===== config.mk =====
export PLATFORM = sky130hd
export DESIGN_NAME = timer_irq_enable_status
export DESIGN_NICKNAME = d
export VERILOG_FILES = /design/src/verilog/timer_irq_pkg.sv /design/src/verilog/timer_irq_enable_status.sv
export SDC_FILE = /design/constraint.sdc
export NUM_CORES = 1
export LEC_CHECK = 0
export BUFFER_PORTS_ARGS = -buffer_cell sky130_fd_sc_hd__buf_2
export CORE_UTILIZATION = 35
export DETAILED_ROUTE_END_ITERATION = 10
export SETUP_SLACK_MARGIN = 0.02
export SLEW_MARGIN = 20
export SYNTH_ARGS = -nofsm -noshare
export SYNTH_HDL_FRONTEND = slang
export SYNTH_SLANG_ARGS = --single-unit

===== constraint.sdc =====
create_clock -name aclk -period 4.05 [get_ports aclk]
set_input_delay 0.2025 -clock aclk [delete_from_list [all_inputs] [get_ports aclk]]
set_output_delay 0.2025 -clock aclk [all_outputs]
set_load 0.02 [all_outputs]

===== src/verilog/timer_irq_pkg.sv =====
package timer_irq_pkg;

  localparam int ADDR_W = 8;
  localparam logic [ADDR_W-1:0] ENABLE_OFFSET = 8'h10;
  localparam logic [ADDR_W-1:0] FLAGS_OFFSET = 8'h14;
  localparam logic [ADDR_W-1:0] CONTROL_OFFSET = 8'h00;
  localparam logic [ADDR_W-1:0] CHAN_VALUE_BASE = 8'h34;

  localparam int NUM_CHAN = 4;
  localparam int NUM_SRC = 8;

  localparam int UPDATE_BIT = 0;
  localparam int CHAN_BIT_LO = 1;
  localparam int CTRL_UPDATE_BIT = 5;
  localparam int TRIGGER_BIT = 6;
  localparam int BREAK_BIT = 7;

  localparam int UPDATE_DISABLE_BIT = 1;
  localparam int UPDATE_SOURCE_SELECT_BIT = 2;

  localparam logic [NUM_SRC-1:0] ENABLE_RESET = 8'h00;
  localparam logic [NUM_SRC-1:0] FLAGS_RESET = 8'h00;
  localparam logic [1:0] RESP_OKAY = 2'h0;
  localparam logic [1:0] RESP_SLVERR = 2'h2;

  typedef struct packed {
    logic rep_overflow;
    logic trigger_reinit;
    logic update_generate;
    logic [NUM_CHAN-1:0] chan_match;
    logic [NUM_CHAN-1:0] chan_capture;
    logic [NUM_CHAN-1:0] chan_is_output;
    logic ctrl_update;
    logic trigger;
    logic break_active;
  } timer_events_t;

  typedef struct packed {
    logic update_disable;
    logic update_source_select;
  } update_ctrl_t;

endpackage


===== src/verilog/timer_irq_enable_status.sv =====
// Notes on behaviour
// - Bits 1..4 of the enable register gate each channel interrupt.
// - Bit 5 of the enable register gates the capture/compare update interrupt.
// - Update flag at status bit 0 set by hardware, cleared by software only.
// - Repetition counter overflow/underflow sets update flag unless updates are disabled.
// - Software update request sets update flag when not disabled and source select zero.
// - Trigger reinitialization sets update flag when not disabled and source select zero.
// - Output channel flag sets when counter matches its compare value.
// - Input channel flag sets on each input capture event.
// - Channel flag clears by software writing zero or reading its compare register.
// - Channels 2..4 flags at bits 2..4 behave like channel 1.
// - Capture/compare update flag at bit 5, hardware set, software clear.
// - Trigger flag at bit 6, hardware set, software clear.
// - Break flag at bit 7 set while break input is active.
// - Break flag cannot be cleared while break input remains active.
module timer_irq_enable_status
(
  input wire logic aclk,
  input wire logic aresetn,
  input wire logic [timer_irq_pkg::ADDR_W-1:0] s_axi_awaddr,
  input wire logic s_axi_awvalid,
  output logic s_axi_awready,
  input wire logic [31:0] s_axi_wdata,
  input wire logic [3:0] s_axi_wstrb,
  input wire logic s_axi_wvalid,
  output logic s_axi_wready,
  output logic [1:0] s_axi_bresp,
  output logic s_axi_bvalid,
  input wire logic s_axi_bready,
  input wire logic [timer_irq_pkg::ADDR_W-1:0] s_axi_araddr,
  input wire logic s_axi_arvalid,
  output logic s_axi_arready,
  output logic [31:0] s_axi_rdata,
  output logic [1:0] s_axi_rresp,
  output logic s_axi_rvalid,
  input wire logic s_axi_rready,
  input wire timer_irq_pkg::timer_events_t events,
  input wire timer_irq_pkg::update_ctrl_t update_ctrl,
  output logic update_event,
  output logic counter_reinit,
  output logic irq
);
  import timer_irq_pkg::*;

  logic [NUM_SRC-1:0] enable_r;
  logic [NUM_SRC-1:0] flags_r;
  logic [NUM_SRC-1:0] flags_nxt;
  logic aw_held_r;
  logic w_held_r;
  logic [ADDR_W-1:0] awaddr_r;
  logic [31:0] wdata_r;
  logic [3:0] wstrb_r;
  logic update_event_r;
  logic counter_reinit_r;
  logic irq_r;
  logic bvalid_r;
  logic awready_r;
  logic wready_r;
  logic arready_r;
  logic [1:0] bresp_r;
  logic rvalid_r;
  logic [31:0] rdata_r;
  logic [1:0] rresp_r;

  // Byte-lane merge, used only for the enable register (its write and the irq lookahead).
  function automatic logic [NUM_SRC-1:0] lane0(input logic [3:0] strb,
                                                input logic [31:0] data,
                                                input logic [NUM_SRC-1:0] old);
    lane0 = strb[0] ? data[NUM_SRC-1:0] : old;
  endfunction

  function automatic logic is_chan_value(input logic [ADDR_W-1:0] addr);
    is_chan_value = (addr >= CHAN_VALUE_BASE) &&
                    (addr < CHAN_VALUE_BASE + ADDR_W'(4 * NUM_CHAN)) && (addr[1:0] == 2'h0);
  endfunction

  // Write channel: address and data are latched independently, in any order.
  // A channel is only taken while its ready is shown, so a master that keeps
  // valid up during a pending response is not latched twice.
  wire aw_take = s_axi_awvalid && awready_r;
  wire w_take = s_axi_wvalid && wready_r;
  wire [ADDR_W-1:0] wr_addr = aw_held_r ? awaddr_r : s_axi_awaddr;
  wire [31:0] wr_data = w_held_r ? wdata_r : s_axi_wdata;
  wire [3:0] wr_strb = w_held_r ? wstrb_r : s_axi_wstrb;
  wire wr_fire = (aw_held_r || aw_take) && (w_held_r || w_take) && !bvalid_r;
  wire wr_enable = wr_fire && (wr_addr == ENABLE_OFFSET);
  wire wr_flags = wr_fire && (wr_addr == FLAGS_OFFSET);
  wire wr_known = wr_enable || wr_flags;

  // Read channel; channel compare-value reads are decoded for their clearing effect and an OKAY response, and return zero data.
  wire rd_fire = s_axi_arvalid && !rvalid_r;
  wire rd_enable = (s_axi_araddr == ENABLE_OFFSET);
  wire rd_flags = (s_axi_araddr == FLAGS_OFFSET);
  wire rd_chan = is_chan_value(s_axi_araddr);
  wire [1:0] rd_chan_idx = s_axi_araddr[3:2] - CHAN_VALUE_BASE[3:2];
  wire rd_known = rd_enable || rd_flags || rd_chan;
  wire [31:0] rd_data = rd_enable ? {24'h000000, enable_r} :
                        rd_flags ? {24'h000000, flags_r} : 32'h00000000;

  // Update source conditions.
  wire upd_allowed = !update_ctrl.update_disable;
  wire upd_src_all = upd_allowed && !update_ctrl.update_source_select;
  wire upd_set = (upd_allowed && events.rep_overflow) ||
                 (upd_src_all && events.update_generate) ||
                 (upd_src_all && events.trigger_reinit);

  logic [NUM_SRC-1:0] hw_set;
  logic [NUM_SRC-1:0] sw_clr;
  always_comb begin
    hw_set = '0;
    sw_clr = '0;
    hw_set[UPDATE_BIT] = upd_set;
    for (int i = 0; i < NUM_CHAN; i++) begin
      hw_set[CHAN_BIT_LO + i] = events.chan_is_output[i] ? events.chan_match[i]
                                                          : events.chan_capture[i];
      if (rd_fire && rd_chan && (rd_chan_idx == 2'(i))) begin
        sw_clr[CHAN_BIT_LO + i] = 1'b1;
      end
    end
    hw_set[CTRL_UPDATE_BIT] = events.ctrl_update;
    hw_set[TRIGGER_BIT] = events.trigger;
    hw_set[BREAK_BIT] = events.break_active;
    if (wr_flags && wr_strb[0]) begin
      sw_clr = sw_clr | ~wr_data[NUM_SRC-1:0];
    end
    flags_nxt = (flags_r & ~sw_clr) | hw_set;
  end

  always_ff @(posedge aclk) begin
    if (!aresetn) begin
      aw_held_r <= 1'b0;
      w_held_r <= 1'b0;
      awaddr_r <= '0;
      wdata_r <= '0;
      wstrb_r <= '0;
      bvalid_r <= 1'b0;
      bresp_r <= RESP_OKAY;
      awready_r <= 1'b1;
      wready_r <= 1'b1;
    end else begin
      // Ready flags mirror "not holding and no response pending" as flip-flops.
      if (wr_fire) begin
        aw_held_r <= 1'b0;
        w_held_r <= 1'b0;
        bvalid_r <= 1'b1;
        bresp_r <= wr_known ? RESP_OKAY : RESP_SLVERR;
        awready_r <= 1'b0;
        wready_r <= 1'b0;
      end else begin
        if (aw_take) begin
          aw_held_r <= 1'b1;
          awaddr_r <= s_axi_awaddr;
          awready_r <= 1'b0;
        end
        if (w_take) begin
          w_held_r <= 1'b1;
          wdata_r <= s_axi_wdata;
          wstrb_r <= s_axi_wstrb;
          wready_r <= 1'b0;
        end
        if (bvalid_r && s_axi_bready) begin
          bvalid_r <= 1'b0;
          awready_r <= 1'b1;
          wready_r <= 1'b1;
        end
      end
    end
  end

  always_ff @(posedge aclk) begin
    if (!aresetn) begin
      rvalid_r <= 1'b0;
      rdata_r <= '0;
      rresp_r <= RESP_OKAY;
      arready_r <= 1'b1;
    end else if (rd_fire) begin
      rvalid_r <= 1'b1;
      rdata_r <= rd_data;
      rresp_r <= rd_known ? RESP_OKAY : RESP_SLVERR;
      arready_r <= 1'b0;
    end else if (s_axi_rready) begin
      rvalid_r <= 1'b0;
      arready_r <= 1'b1;
    end
  end

  always_ff @(posedge aclk) begin
    if (!aresetn) begin
      enable_r <= ENABLE_RESET;
      flags_r <= FLAGS_RESET;
      update_event_r <= 1'b0;
      counter_reinit_r <= 1'b0;
      irq_r <= 1'b0;
    end else begin
      if (wr_enable) begin
        enable_r <= lane0(wr_strb, wr_data, enable_r);
      end
      flags_r <= flags_nxt;
      update_event_r <= upd_set;
      counter_reinit_r <= upd_src_all && events.update_generate;
      irq_r <= |(flags_nxt & (wr_enable ? lane0(wr_strb, wr_data, enable_r)
                                        : enable_r));
    end
  end

  assign s_axi_awready = awready_r;
  assign s_axi_wready = wready_r;
  assign s_axi_bvalid = bvalid_r;
  assign s_axi_bresp = bresp_r;
  assign s_axi_arready = arready_r;
  assign s_axi_rvalid = rvalid_r;
  assign s_axi_rdata = rdata_r;
  assign s_axi_rresp = rresp_r;
  assign update_event = update_event_r;
  assign counter_reinit = counter_reinit_r;
  assign irq = irq_r;

endmodule


==> reports/results.txt <==
post-route ant nets: 0
post-CTS setup buffers: 0
Avg WL per Cell: 13.09 um
Die W: 91.45 um
#FFs+latches synth: 53
ANT cells: 0
TritonRoute pass-1 iters: 4
Yosys warning count: 0
delay-heaviest family, CP: simple AND/OR/NAND/NOR gates
Worst VDD drop: 0.1761 mV
Clk pin slew, worst setup/hold paths: 90 ps
Synth cell types: 54
largest net degree at the start of global routing: 26
IO buf count: 69
Post-synth top cells: 53 x dfxtp_1, 49 x nor2_1, 27 x mux2i_1
FF-to-FF path depth: 6
mean area per synthesized cell: 9.181 um^2
Final nets: 449
Clock Path Buffers: 2
Vias: 2283
CTS tree: yes
share of layout cells above drive strength 1: 28.30%
hold path depth: 2
Seq/Total Area, Yosys: 37.89%
Compound-Gate Fraction of Synth Area: 18.19%
Crit path buffers/inverters: 0
adder-cell share of the synthesized area: 0%
Initial Util: 36.24%
Worst-Skew Late Latency: 310 ps
Sink Count: 53
Synth Area in Simple Gates: 17.78%
Yosys top cell by area: dfxtp_1
crit path DAT: 2810 ps
top cell type's share of synthesized area: 37.89%
Max Cap Violations: 0
multiplexer area fraction after synthesis: 14.88%
Placer Congestion: 0.7781
crit start category: flop
Worst path max stage delay: 780 ps
grt met3 use: 3.015%
CP Max Fanout: 14
Post-Synth XOR/XNOR Area: 0%
unrepaired setup endpoints after global routing: false
gr busiest metal: met2
Hold-fix buffers, CTS: 0
antenna violations before repair: 0
drt drc: 0
Worst R2R Start: aw_held_r
Post-synth EDFFs: 0
top post-synthesis cells by area: dfxtp_1 38%, mux2i_1 9.7%, buf_4 7.0%
TritonCTS Buffers: 5
worst reg2reg setup slack: 1460 ps
Hold Fails Final Rpt: 0
ys async rst share: 0%
Finish-stage setup viols: 0
cts repair resizes: 0
LEAKAGE: 1.456 nW
first-pass GRT wire length: 9880 um
top-count cell post-synth: dfxtp_1
Tcrit/Tclk final: 64.03%
vias per inst: 4.827
Area growth syn-to-layout: 15.91%
die span in y: 91.45 um
die area: 8362 um^2
Cell Area, Synth: 2800 um^2
RR Endpoint: irq
number of global-route vias before repair: 2020
CTS HTree Levels: 2
Hold Crit Class: input port to flop
kind of critical path: flop to flop
gr ovfl total: 0
clk root buf: clkbuf_8
CP max stage cell: nor4_4
P per Cell Area: 372.3 nW/um^2
final wirelength: 6193 um
Worst Skew: 3.215 ps
Slew headroom: 29.53%
I/O pins: 123
fill count: 821
worst-margin pin slew: 1028 ps
Final Critical Period: 2593 ps
Final Max Slew Viols: 0
Setup TNS: 0 ps
Site Rows: 32
primary flip-flop cell chosen by synthesis mapping: dfxtp_1
crit end category: flop
detailed router's first-iteration violation count: 144
Hold Path Origin: update_ctrl[0]
largest family of logic cells by synthesized area: compound AO/OA/AOI/OAI gates
outcome: finished, final reports clean
critical-path cell list: nor4b_4 -> a22oi_2 -> nor4_4 -> nor2_1 -> o32a_1 -> a41oi_2
data required time at the worst endpoint: 4270 ps
met1 usage: 20.38%
Mapped Cells: 305
GRT Total Usage: 14.83%
Highest Clock Rate: 0.3856 GHz
hold endpoint: counter_reinit
hpwl dp: 4618 um
hold_ws: 70.33 ps
met2 Use GR: 23.50%
Core Area: 7727 um^2
[where the power goes]
part | total (mW) | internal [mW] | switching (mW)
Sequential | 0.573 | 0.549 | 0.0238
Clock | 0.423 | 0.246 | 0.177
Combinational | 0.213 | 0.0842 | 0.129
[per-stage QoR]
stage / setup slack (ps) / utilization (%) / cells / total power [mW] / area [um^2]
after global routing: 1246 / 42.00 / 473 / 1.264 / 3246
after detailed placement: 1480 / 40.17 / 464 / 0.7961 / 3104
final: 1457 / 42.00 / 473 / 1.208 / 3246
after global placement: 1487 / 40.17 / 464 / 0.7923 / 3104
after floorplan: 2006 / - / 330 / 0.7501 / 2894
after CTS: 1432 / 41.90 / 472 / 1.216 / 3238
[layer usage]
layer	wire length, um	share of wire (%)	vias up
met1	3001	48	1050
met4	74	1.2	0
met2	2852	46	66
met3	264	4.3	6
met5	0	0	-
li1	-	-	1161
[area by class of cell]
type                            count  area (um^2)  share of cell area [%]
Multi-Input combinational cell    228         1521                   46.88
Sequential cell                    53         1061                   32.69
Timing Repair Buffer               71        360.3                   11.10
Tap cell                          102        127.6                   3.932
Clock buffer                        5        68.82                   2.120
Clock inverter                      3        65.06                   2.005
Inverter                           11        41.29                   1.272
[flip-flops by register name (all words and copies together) (netlist names)]
signal / cells
flags_r: 8
update_event: 1
s_axi_bresp: 1
enable_r: 8
s_axi_arready: 1
s_axi_rresp: 1
s_axi_awready: 1
s_axi_rdata: 8
s_axi_bvalid: 1
irq: 1
s_axi_rvalid: 1
w_held_r: 1
s_axi_wready: 1
wstrb_r: 1
awaddr_r: 8
aw_held_r: 1
wdata_r: 8
counter_reinit: 1
[cell families after synthesis]
family                 Yosys count
buffers and inverters           49
other                            1
AO/OA/AOI/OAI                   71
flip-flops                      53
multiplexers                    40
AND/OR/NAND/NOR                 91
[worst max path at each step]
stage | from | endpoint | slack [ps] | depth (start not counted)
after CTS | aw_held_r | irq | 1430 | 6
after global placement | aw_held_r | irq | 1490 | 6
after floorplan | s_axi_wready | irq | 2010 | 7
after global routing | aw_held_r | irq | 1250 | 6
final | aw_held_r | irq | 1460 | 6
after detailed placement | aw_held_r | irq | 1480 | 6
[placed cells by master (no fill, tap or decap), types with 2 or more instances in the layout]
cell / synthesis / layout
a2111oi_0: 2 / 2
or4b_1: 2 / 2
a21oi_1: 13 / 13
o211ai_1: 2 / 2
nor2b_1: 2 / 2
a22oi_1: 9 / 9
buf_2: 0 / 69
nor2_1: 49 / 49
nor4_4: 2 / 2
nand2b_1: 6 / 6
a211oi_1: 3 / 3
nor4_1: 2 / 2
buf_4: 26 / 2
o31ai_1: 6 / 6
o21bai_1: 2 / 2
conb_1: 1 / 26
dfxtp_1: 53 / 53
o21ai_0: 16 / 16
nand2_1: 9 / 9
bufinv_16: 0 / 2
a31oi_1: 3 / 3
inv_1: 10 / 10
clkbuf_8: 0 / 5
mux2i_1: 27 / 27
mux2_2: 13 / 13
nor3_1: 7 / 7
[worst reg2reg max path, cell delays in order, from the launching register on]
cell and delay [ps]:
dfxtp_1 550, nor4b_4 290, a22oi_2 190, nor4_4 780, nor2_1 120, o32a_1 410
a41oi_2 170
No activity file was read; power rests on OpenSTA's default activity.
